File: config.mk
export PLATFORM = sky130hd
export DESIGN_NAME = gfs_status
export DESIGN_NICKNAME = d
export VERILOG_FILES = /design/src/gfs_pkg.sv /design/src/gfs_status.sv
export SDC_FILE = /design/constraint.sdc
export NUM_CORES = 1
export LEC_CHECK = 0
export BUFFER_PORTS_ARGS = -buffer_cell sky130_fd_sc_hd__buf_2
export CORE_MARGIN = 3
export CORE_UTILIZATION = 30
export DETAILED_ROUTE_END_ITERATION = 8
export PLACE_DENSITY = 0.79
export SLEW_MARGIN = 10
export SYNTH_ARGS = -nofsm -noshare
export SYNTH_HDL_FRONTEND = slang
export SYNTH_SLANG_ARGS = --single-unit
File: constraint.sdc
create_clock -name ref_clk_in -period 1.85 [get_ports ref_clk_in]
set_input_delay 0.185 -clock ref_clk_in [delete_from_list [all_inputs] [get_ports ref_clk_in]]
set_output_delay 0.185 -clock ref_clk_in [all_outputs]
set_load 0.01 [all_outputs]
File: src/gfs_pkg.sv
// Package for the general fault status flags block
// Function
// - PGA over-range flag bit 8, disconnects aux inputs
// - Main HV undervoltage bit 7, live level
// - Output HV undervoltage bit 6, live level
// - Thermal shutdown bit 5 above 165 C
// - Shutdown clears config and channel control, keep some
// - Shutdown flag sticky until status read
// - Thermal warning bit 4 above 145 C
// - Warning not read-cleared, drops below 135 C
// - GPI summary read-clears, edge flags untouched
// - CRC flag never set when CRC disabled
package gfs_pkg;
	localparam int          STATUS_W     = 24;
	localparam int          CFG_W        = 24;
	localparam int          TEMP_W       = 8;
	localparam int          BIT_PGA_OVR  = 8;
	localparam int          BIT_HV_MAIN  = 7;
	localparam int          BIT_HV_OUT   = 6;
	localparam int          BIT_TH_SHDN  = 5;
	localparam int          BIT_TH_WARN  = 4;
	localparam int          BIT_OVC      = 3;
	localparam int          BIT_CFG_ERR  = 2;
	localparam int          BIT_CRC      = 1;
	localparam int          BIT_GPI      = 0;
	localparam logic [TEMP_W-1:0] TEMP_SHDN_C = 8'hA5;
	localparam logic [TEMP_W-1:0] TEMP_WARN_C = 8'h91;
	localparam logic [TEMP_W-1:0] TEMP_HYST_C = 8'h87;
	// Bits of configuration kept across a thermal shutdown
	localparam logic [CFG_W-1:0] CFG_KEEP_MASK  = 24'h000000;
	localparam logic [CFG_W-1:0] CHAN_KEEP_MASK = 24'h000000;
	localparam logic [STATUS_W-1:0] STATUS_RST = 24'h000000;

	typedef struct packed {
		logic pga_over;
		logic hv_main_low;
		logic hv_out_low;
		logic ovc;
		logic cfg_err;
		logic crc_err;
		logic gpi_edge;
	} gfs_events_t;
endpackage

File: src/gfs_status.sv
// General fault status flags register with read-clear and shutdown reset
module gfs_status (
	input  wire logic                             ref_clk_in,       // 20 MHz clock
	input  wire logic                             sys_rst_in,       // Sync reset, high
	input  wire logic                             clk_en_in,        // Clock enable
	input  wire gfs_pkg::gfs_events_t             events_in,        // Fault sources
	input  wire logic [gfs_pkg::TEMP_W-1:0]       die_temp_in,      // Die temperature, C
	input  wire logic                             crc_enable_in,    // CRC checking enabled
	input  wire logic                             status_read_in,   // Status read strobe
	input  wire logic                             status_write_in,  // Status write strobe (ignored)
	input  wire logic [gfs_pkg::CFG_W-1:0]        cfg_keep_mask_in, // Config bits kept on shutdown
	input  wire logic [gfs_pkg::CFG_W-1:0]        chan_keep_mask_in,// Channel bits kept on shutdown
	output logic      [gfs_pkg::STATUS_W-1:0]     status_out,       // Read data, registered
	output logic                                  pga_disconnect_out,// Aux PGA inputs disconnected
	output logic                                  shutdown_event_out,// Shutdown rising, one cycle
	output logic      [gfs_pkg::CFG_W-1:0]        cfg_clear_mask_out,// Config bits to zero
	output logic      [gfs_pkg::CFG_W-1:0]        chan_clear_mask_out// Channel bits to zero
);
	logic pga_flag;
	logic shdn_flag;
	logic warn_flag;
	logic ovc_flag;
	logic cfg_flag;
	logic crc_flag;
	logic gpi_flag;
	logic hot_q;
	logic hot;
	logic [gfs_pkg::STATUS_W-1:0] next_status;

	assign hot = die_temp_in > gfs_pkg::TEMP_SHDN_C;

	function automatic logic sticky(input logic cur, input logic set, input logic rd);
		sticky = set | (cur & ~rd);
	endfunction

	//////////////////////////////////////////////////////////////////////
	// Sticky flags: set wins over read clear
	always_ff @(posedge ref_clk_in) begin
		if (sys_rst_in) begin
			shdn_flag <= 1'b0;
			crc_flag  <= 1'b0;
			gpi_flag  <= 1'b0;
			cfg_flag  <= 1'b0;
			ovc_flag  <= 1'b0;
			hot_q     <= 1'b0;
		end else if (clk_en_in) begin
			hot_q     <= hot;
			shdn_flag <= sticky(shdn_flag, hot & ~hot_q, status_read_in);
			crc_flag  <= sticky(crc_flag, events_in.crc_err & crc_enable_in, status_read_in);
			gpi_flag  <= sticky(gpi_flag, events_in.gpi_edge, status_read_in);
			cfg_flag  <= sticky(cfg_flag, events_in.cfg_err, status_read_in);
			ovc_flag  <= sticky(ovc_flag, events_in.ovc, status_read_in);
		end
	end

	//////////////////////////////////////////////////////////////////////
	// Level flags with hysteresis on the warning
	always_ff @(posedge ref_clk_in) begin
		if (sys_rst_in) begin
			warn_flag <= 1'b0;
			pga_flag  <= 1'b0;
		end else if (clk_en_in) begin
			pga_flag <= events_in.pga_over;
			if (die_temp_in > gfs_pkg::TEMP_WARN_C)
				warn_flag <= 1'b1;
			else if (die_temp_in < gfs_pkg::TEMP_HYST_C)
				warn_flag <= 1'b0;
		end
	end

	//////////////////////////////////////////////////////////////////////
	// Read data captured before clears land
	always_comb begin
		next_status = gfs_pkg::STATUS_RST;
		next_status[gfs_pkg::BIT_PGA_OVR] = pga_flag;
		next_status[gfs_pkg::BIT_HV_MAIN] = events_in.hv_main_low;
		next_status[gfs_pkg::BIT_HV_OUT]  = events_in.hv_out_low;
		next_status[gfs_pkg::BIT_TH_SHDN] = shdn_flag;
		next_status[gfs_pkg::BIT_TH_WARN] = warn_flag;
		next_status[gfs_pkg::BIT_OVC]     = ovc_flag;
		next_status[gfs_pkg::BIT_CFG_ERR] = cfg_flag;
		next_status[gfs_pkg::BIT_CRC]     = crc_flag;
		next_status[gfs_pkg::BIT_GPI]     = gpi_flag;
	end

	always_ff @(posedge ref_clk_in) begin
		if (sys_rst_in)
			status_out <= gfs_pkg::STATUS_RST;
		else if (clk_en_in && status_read_in)
			status_out <= next_status;
	end

	assign pga_disconnect_out  = pga_flag;
	assign shutdown_event_out  = hot & ~hot_q & clk_en_in & ~sys_rst_in;
	assign cfg_clear_mask_out  = shutdown_event_out ? ~cfg_keep_mask_in : '0;
	assign chan_clear_mask_out = shutdown_event_out ? ~chan_keep_mask_in : '0;

	//////////////////////////////////////////////////////////////////////
	// Checks
	a_shdn_sticky: assert property (@(posedge ref_clk_in) disable iff (sys_rst_in)
		clk_en_in && shdn_flag && !status_read_in |=> shdn_flag) else $error("shutdown flag lost");
	a_shdn_set: assert property (@(posedge ref_clk_in) disable iff (sys_rst_in)
		shutdown_event_out |=> shdn_flag) else $error("shutdown not flagged");
	a_crc_gate: assert property (@(posedge ref_clk_in) disable iff (sys_rst_in)
		clk_en_in && !crc_flag && !crc_enable_in |=> !crc_flag) else $error("crc flag while off");
	a_warn_hold: assert property (@(posedge ref_clk_in) disable iff (sys_rst_in)
		clk_en_in && warn_flag && die_temp_in >= gfs_pkg::TEMP_HYST_C |=> warn_flag)
		else $error("warning dropped early");
	a_warn_set: assert property (@(posedge ref_clk_in) disable iff (sys_rst_in)
		clk_en_in && die_temp_in > gfs_pkg::TEMP_WARN_C |=> warn_flag) else $error("warning missed");
	a_rsvd_zero: assert property (@(posedge ref_clk_in) disable iff (sys_rst_in)
		status_out[gfs_pkg::STATUS_W-1:gfs_pkg::BIT_PGA_OVR+1] == '0) else $error("reserved nonzero");
	a_read_data: assert property (@(posedge ref_clk_in) disable iff (sys_rst_in)
		clk_en_in && status_read_in && shdn_flag |=> status_out[gfs_pkg::BIT_TH_SHDN])
		else $error("read lost flag");
	a_hv_live: assert property (@(posedge ref_clk_in) disable iff (sys_rst_in)
		clk_en_in && status_read_in |=> status_out[gfs_pkg::BIT_HV_MAIN] == $past(events_in.hv_main_low))
		else $error("hv level wrong");
	a_hvo_live: assert property (@(posedge ref_clk_in) disable iff (sys_rst_in)
		clk_en_in && status_read_in |=> status_out[gfs_pkg::BIT_HV_OUT] == $past(events_in.hv_out_low))
		else $error("hvo level wrong");
	a_gpi_clear: assert property (@(posedge ref_clk_in) disable iff (sys_rst_in)
		clk_en_in && status_read_in && !events_in.gpi_edge |=> !gpi_flag) else $error("gpi not cleared");
	a_pga_disc: assert property (@(posedge ref_clk_in) disable iff (sys_rst_in)
		clk_en_in && events_in.pga_over |=> pga_disconnect_out) else $error("pga not disconnected");
	a_shdn_clear: assert property (@(posedge ref_clk_in) disable iff (sys_rst_in)
		shutdown_event_out |-> cfg_clear_mask_out == ~cfg_keep_mask_in) else $error("config not cleared");

	c_shutdown: cover property (@(posedge ref_clk_in) shutdown_event_out);
	c_read_clear: cover property (@(posedge ref_clk_in) shdn_flag && status_read_in ##1 !shdn_flag);
	c_warn_cycle: cover property (@(posedge ref_clk_in) warn_flag ##[1:50] !warn_flag);
	c_set_on_read: cover property (@(posedge ref_clk_in) status_read_in && events_in.gpi_edge);
	c_pga_disc: cover property (@(posedge ref_clk_in) pga_disconnect_out);

	//////////////////////////////////////////////////////////////////////
	// Read data register, reset values and clock-enable freeze
	a_status_hold: assert property (@(posedge ref_clk_in) disable iff (sys_rst_in)
		!(clk_en_in && status_read_in) |=> $stable(status_out))
		else $error("status changed without read");
	a_write_ignored: assert property (@(posedge ref_clk_in) disable iff (sys_rst_in)
		status_write_in && !(clk_en_in && status_read_in) |=> $stable(status_out))
		else $error("write altered status");
	a_reset_zero: assert property (@(posedge ref_clk_in)
		sys_rst_in |=> status_out == '0 && !shdn_flag && !warn_flag && !pga_flag)
		else $error("flags not zero after reset");
	a_freeze_state: assert property (@(posedge ref_clk_in) disable iff (sys_rst_in)
		!clk_en_in |=> $stable(shdn_flag) && $stable(warn_flag) && $stable(crc_flag))
		else $error("state moved while disabled");

	//////////////////////////////////////////////////////////////////////
	// Over-range flag
	a_pga_drop: assert property (@(posedge ref_clk_in) disable iff (sys_rst_in)
		clk_en_in && !events_in.pga_over |=> !pga_disconnect_out)
		else $error("pga stays disconnected");
	a_pga_read: assert property (@(posedge ref_clk_in) disable iff (sys_rst_in)
		clk_en_in && status_read_in |=> status_out[gfs_pkg::BIT_PGA_OVR] == $past(pga_flag))
		else $error("pga read wrong");

	//////////////////////////////////////////////////////////////////////
	// Thermal shutdown and warning
	a_shdn_once: assert property (@(posedge ref_clk_in) disable iff (sys_rst_in)
		shutdown_event_out |=> !shutdown_event_out)
		else $error("shutdown pulse too long");
	a_shdn_hot: assert property (@(posedge ref_clk_in) disable iff (sys_rst_in)
		shutdown_event_out |-> die_temp_in > gfs_pkg::TEMP_SHDN_C)
		else $error("shutdown while cool");
	a_shdn_rdclr: assert property (@(posedge ref_clk_in) disable iff (sys_rst_in)
		clk_en_in && status_read_in && !shutdown_event_out |=> !shdn_flag)
		else $error("shutdown not read cleared");
	a_chan_clear: assert property (@(posedge ref_clk_in) disable iff (sys_rst_in)
		shutdown_event_out |-> chan_clear_mask_out == ~chan_keep_mask_in)
		else $error("channel not cleared");
	a_mask_idle: assert property (@(posedge ref_clk_in) disable iff (sys_rst_in)
		!shutdown_event_out |-> cfg_clear_mask_out == '0 && chan_clear_mask_out == '0)
		else $error("clear mask without shutdown");
	a_warn_clear: assert property (@(posedge ref_clk_in) disable iff (sys_rst_in)
		clk_en_in && die_temp_in < gfs_pkg::TEMP_HYST_C |=> !warn_flag)
		else $error("warning not dropped");
	a_warn_no_rdclr: assert property (@(posedge ref_clk_in) disable iff (sys_rst_in)
		clk_en_in && status_read_in && warn_flag && die_temp_in >= gfs_pkg::TEMP_HYST_C |=> warn_flag)
		else $error("warning read cleared");
	a_warn_read: assert property (@(posedge ref_clk_in) disable iff (sys_rst_in)
		clk_en_in && status_read_in && warn_flag |=> status_out[gfs_pkg::BIT_TH_WARN])
		else $error("warning not reported");

	//////////////////////////////////////////////////////////////////////
	// Read-clear summary flags
	a_crc_set: assert property (@(posedge ref_clk_in) disable iff (sys_rst_in)
		clk_en_in && events_in.crc_err && crc_enable_in |=> crc_flag)
		else $error("crc error missed");
	a_crc_rdclr: assert property (@(posedge ref_clk_in) disable iff (sys_rst_in)
		clk_en_in && status_read_in && !(events_in.crc_err && crc_enable_in) |=> !crc_flag)
		else $error("crc not read cleared");
	a_crc_off_read: assert property (@(posedge ref_clk_in) disable iff (sys_rst_in)
		clk_en_in && status_read_in && !crc_flag |=> !status_out[gfs_pkg::BIT_CRC])
		else $error("crc reported while clear");
	a_gpi_set: assert property (@(posedge ref_clk_in) disable iff (sys_rst_in)
		clk_en_in && events_in.gpi_edge |=> gpi_flag)
		else $error("gpi edge missed");
	a_gpi_read: assert property (@(posedge ref_clk_in) disable iff (sys_rst_in)
		clk_en_in && status_read_in && gpi_flag |=> status_out[gfs_pkg::BIT_GPI])
		else $error("gpi not reported");
	a_ovc_set: assert property (@(posedge ref_clk_in) disable iff (sys_rst_in)
		clk_en_in && events_in.ovc |=> ovc_flag)
		else $error("overcurrent missed");
	a_ovc_rdclr: assert property (@(posedge ref_clk_in) disable iff (sys_rst_in)
		clk_en_in && status_read_in && !events_in.ovc |=> !ovc_flag)
		else $error("overcurrent not read cleared");
	a_cfg_set: assert property (@(posedge ref_clk_in) disable iff (sys_rst_in)
		clk_en_in && events_in.cfg_err |=> cfg_flag)
		else $error("config error missed");
	a_cfg_rdclr: assert property (@(posedge ref_clk_in) disable iff (sys_rst_in)
		clk_en_in && status_read_in && !events_in.cfg_err |=> !cfg_flag)
		else $error("config error not read cleared");
endmodule

==> results.txt <==
The unique cell type count in the Yosys netlist came out at 25. The leakage power total came out at 1.012 nW. The number of filler cells placed in the layout is 332. Counting along the longest clock path gives a buffer depth of 2.

The data arrival time at the worst-slack endpoint came out at 1540 ps. VDD sags by at most 223.5 µV. Counting instances, the worst hold path has a depth of 3. 0 antenna diodes ended up in the layout.

The netlist area before placement came out at 1037 µm². Setup repair after global routing left no endpoint under its margin. The initial antenna violation count is 0. With fillers left out, the area of the finished cells amounts to 1620 µm².

The part of the Yosys area used for sequential elements is 32.81%. The final setup violation count is 0. In the post-synthesis netlist, the biggest area contributors are sky130_fd_sc_hd__dfxtp_1 (33%), sky130_fd_sc_hd__nor2_1 (19%), sky130_fd_sc_hd__buf_4 (11%). The routed layout has 1329 vias. The net count reported at finish is 342. The hold violation total from the final report is 0. STA puts the critical path data required time at 1660 ps.

After synthesis, the most frequently instantiated cells are sky130_fd_sc_hd__nor2_1 (52), sky130_fd_sc_hd__nand2_1 (21), sky130_fd_sc_hd__dfxtp_1 (17). The count of input and output buffers came out at 126. The depth of the CTS H-tree is 1. The number of ports placed on the die boundary came out at 143. Derived from the worst setup path, the maximum achievable clock frequency is 0.5789 GHz.

In the post-synthesis netlist, the cell with the most instances is sky130_fd_sc_hd__nor2_1. The die is 64.80 µm tall. The worst setup path is launched from a primary input.

The number of clock sinks came out at 17. The global-route usage over all layers is 15.48%. The accumulated negative setup slack came out at 0 ps. The library cell with the largest summed area after synthesis is sky130_fd_sc_hd__dfxtp_1. The class of the tightest hold or removal check is primary input to flop. Setup slack on the critical path of the routed design comes to 122.7 ps. The number of warnings issued by yosys came out at 0. Synthesis produced a netlist whose cell count is 151.

The number of max-slew violations in the final report is 0. The width of the die came out at 64.80 µm. The root buffer cell chosen for the clock tree is sky130_fd_sc_hd__clkbuf_4. STA classifies the critical path endpoint as a primary output. The number of maximum-capacitance constraint violations is 0. The via count of the first global-routing pass is 1223. The worst-skew pair later-pin latency is 280 ps. The floorplan has 20 rows. The clock slew at the register clock pins of the worst setup and hold paths is 90 ps. The class of the most critical setup path is primary input to primary output. The post-layout instance count excluding filler cells came out at 316.

The final period demand of the worst path came out at 1727 ps. The die covers 4199 µm². Once detailed placement completed, the half-perimeter wirelength came to 2913 µm. The number of detailed-route iterations in the first pass is 4. The final core utilization came out at 50.98%.

The wire length reported by the detailed router is 3528 µm. The worst-case setup slack after placement is 102.0 ps. For this block, the initial DRC count from the detailed router was 61. After synthesis, the largest area contributor takes up 32.81% of total cell area. The average vias per placed instance is 4.206. The overall power consumption is 0.7878 mW. The fraction of registers with async set/reset came out at 0%. On the final layout, the worst hold slack is 127.3 ps. The final routed wire length divided by cell count is 11.16 µm. The global route total overflow came out at 0. Entering global routing, the biggest net connects 51 pins. The congestion estimate from routability-driven global placement came to 0.7860. The number of instances in the placed design came out at 312.

The register bit total from synthesis is 17. The worst-case clock skew is 5.376 ps. The area growth from synthesis to final layout is 56.21%. The largest fanout on the critical path came out at 50.

After floorplanning, the core was sized to cover 3178 µm². The fraction of final layout cells sized beyond drive strength 1 is 50.37%. Yosys mapped a number of flops with a built-in enable equal to 0. The dominant synthesized flop cell is sky130_fd_sc_hd__dfxtp_1. Counting cells, the worst reg-to-reg path comes to 2.

The ratio of final minimum period to clock period is 93.37%. The CTS tree is yes. For this run, design rule violations remaining after detail routing come to 0. The starting utilization of the core area came out at 32.64%. The cell area reported after detailed placement came out at 1594 µm². In this run the remaining antenna-violating nets after routing total 0. The power density of the placed cells is 486.2 nW/µm².

The run finished with clean final reports. Averaged over all synthesized cells, the footprint is 6.869 µm². The first global-routing pass estimated 5195 µm of wire. The TritonCTS buffer count came out at 3.
## repair_timing
action                                  CTS  global route
gates resized for setup                   0             0
buffers inserted                          0             0
endpoints found under the setup margin    0             2
hold buffers                              0             0
## logic make-up after synthesis
| logic type | share of synthesized area (%) |
|---|---|
| AND/OR/NAND/NOR | 33.05 |
| buffers and inverters | 20.02 |
| AO/OA/AOI/OAI | 12.79 |
| flip-flops | 32.81 |
| multiplexers | 0.9651 |
| other | 0.3615 |
## cells in the final DEF, fill, tap and decap left out
master,count
sky130_fd_sc_hd__clkbuf_1,1
sky130_fd_sc_hd__buf_2,126
sky130_fd_sc_hd__inv_1,3
sky130_fd_sc_hd__nor2b_1,1
sky130_fd_sc_hd__conb_1,15
sky130_fd_sc_hd__nor2_2,3
sky130_fd_sc_hd__a211o_4,1
sky130_fd_sc_hd__a22oi_1,3
sky130_fd_sc_hd__a31oi_1,1
sky130_fd_sc_hd__nor4_1,1
sky130_fd_sc_hd__a32oi_1,1
sky130_fd_sc_hd__and2_1,1
sky130_fd_sc_hd__o31a_1,1
sky130_fd_sc_hd__o21ai_0,1
sky130_fd_sc_hd__dfxtp_1,17
sky130_fd_sc_hd__or3_4,1
sky130_fd_sc_hd__nand2_1,21
sky130_fd_sc_hd__nor3_1,2
sky130_fd_sc_hd__nor2_1,52
sky130_fd_sc_hd__clkbuf_4,3
sky130_fd_sc_hd__nand3_1,2
sky130_fd_sc_hd__buf_4,2
sky130_fd_sc_hd__a21oi_1,11
sky130_fd_sc_hd__a31o_2,1
sky130_fd_sc_hd__mux2i_1,1
## critical path, stage by stage
cell	delay [ps]
sky130_fd_sc_hd__buf_2	100
sky130_fd_sc_hd__nor2_1	50
sky130_fd_sc_hd__or3_4	370
sky130_fd_sc_hd__a211o_4	460
sky130_fd_sc_hd__nor2_1	180
sky130_fd_sc_hd__buf_2	180
## where the power goes
part           internal (mW)  switching [mW]  total, mW
Clock                 0.0838           0.106      0.190
Sequential             0.381         0.00804      0.389
Combinational         0.0961           0.112      0.208
Total                  0.561           0.227      0.788
## sequential cells by signal, indices dropped and copies added, names as in the netlist
name	count
gpi_flag	1
cfg_flag	1
shdn_flag	1
crc_flag	1
pga_disconnect_out	1
status_out	9
ovc_flag	1
warn_flag	1
hot_q	1
## metal layers
metal | vias to the layer above | part of all wire [%] | GRT usage [%]
li1 | 690 | - | -
met1 | 562 | 39 | 18.78
met2 | 75 | 51 | 25.93
met3 | 2 | 9.6 | 4.333
met4 | 0 | 0.48 | 5.541
met5 | - | 0 | 0
## path summary, 6_finish.rpt
check                  from                      to  slack, ps
max          die_temp_in[6]  cfg_clear_mask_out[20]        120
min            events_in[5]           status_out[7]        130
max reg2reg           hot_q               shdn_flag        860
min reg2reg        cfg_flag           status_out[2]        450
## layout make-up
class / count / area [µm²] / share of cell area (%)
timing repair buffer: 128 / 645.6 / 39.85
multi-input combinational: 120 / 541.8 / 33.44
sequential: 17 / 340.3 / 21.00
tap: 44 / 55.05 / 3.398
clock buffer: 4 / 26.28 / 1.622
inverter: 3 / 11.26 / 0.6950
Power figures use the tool's default switching activity.
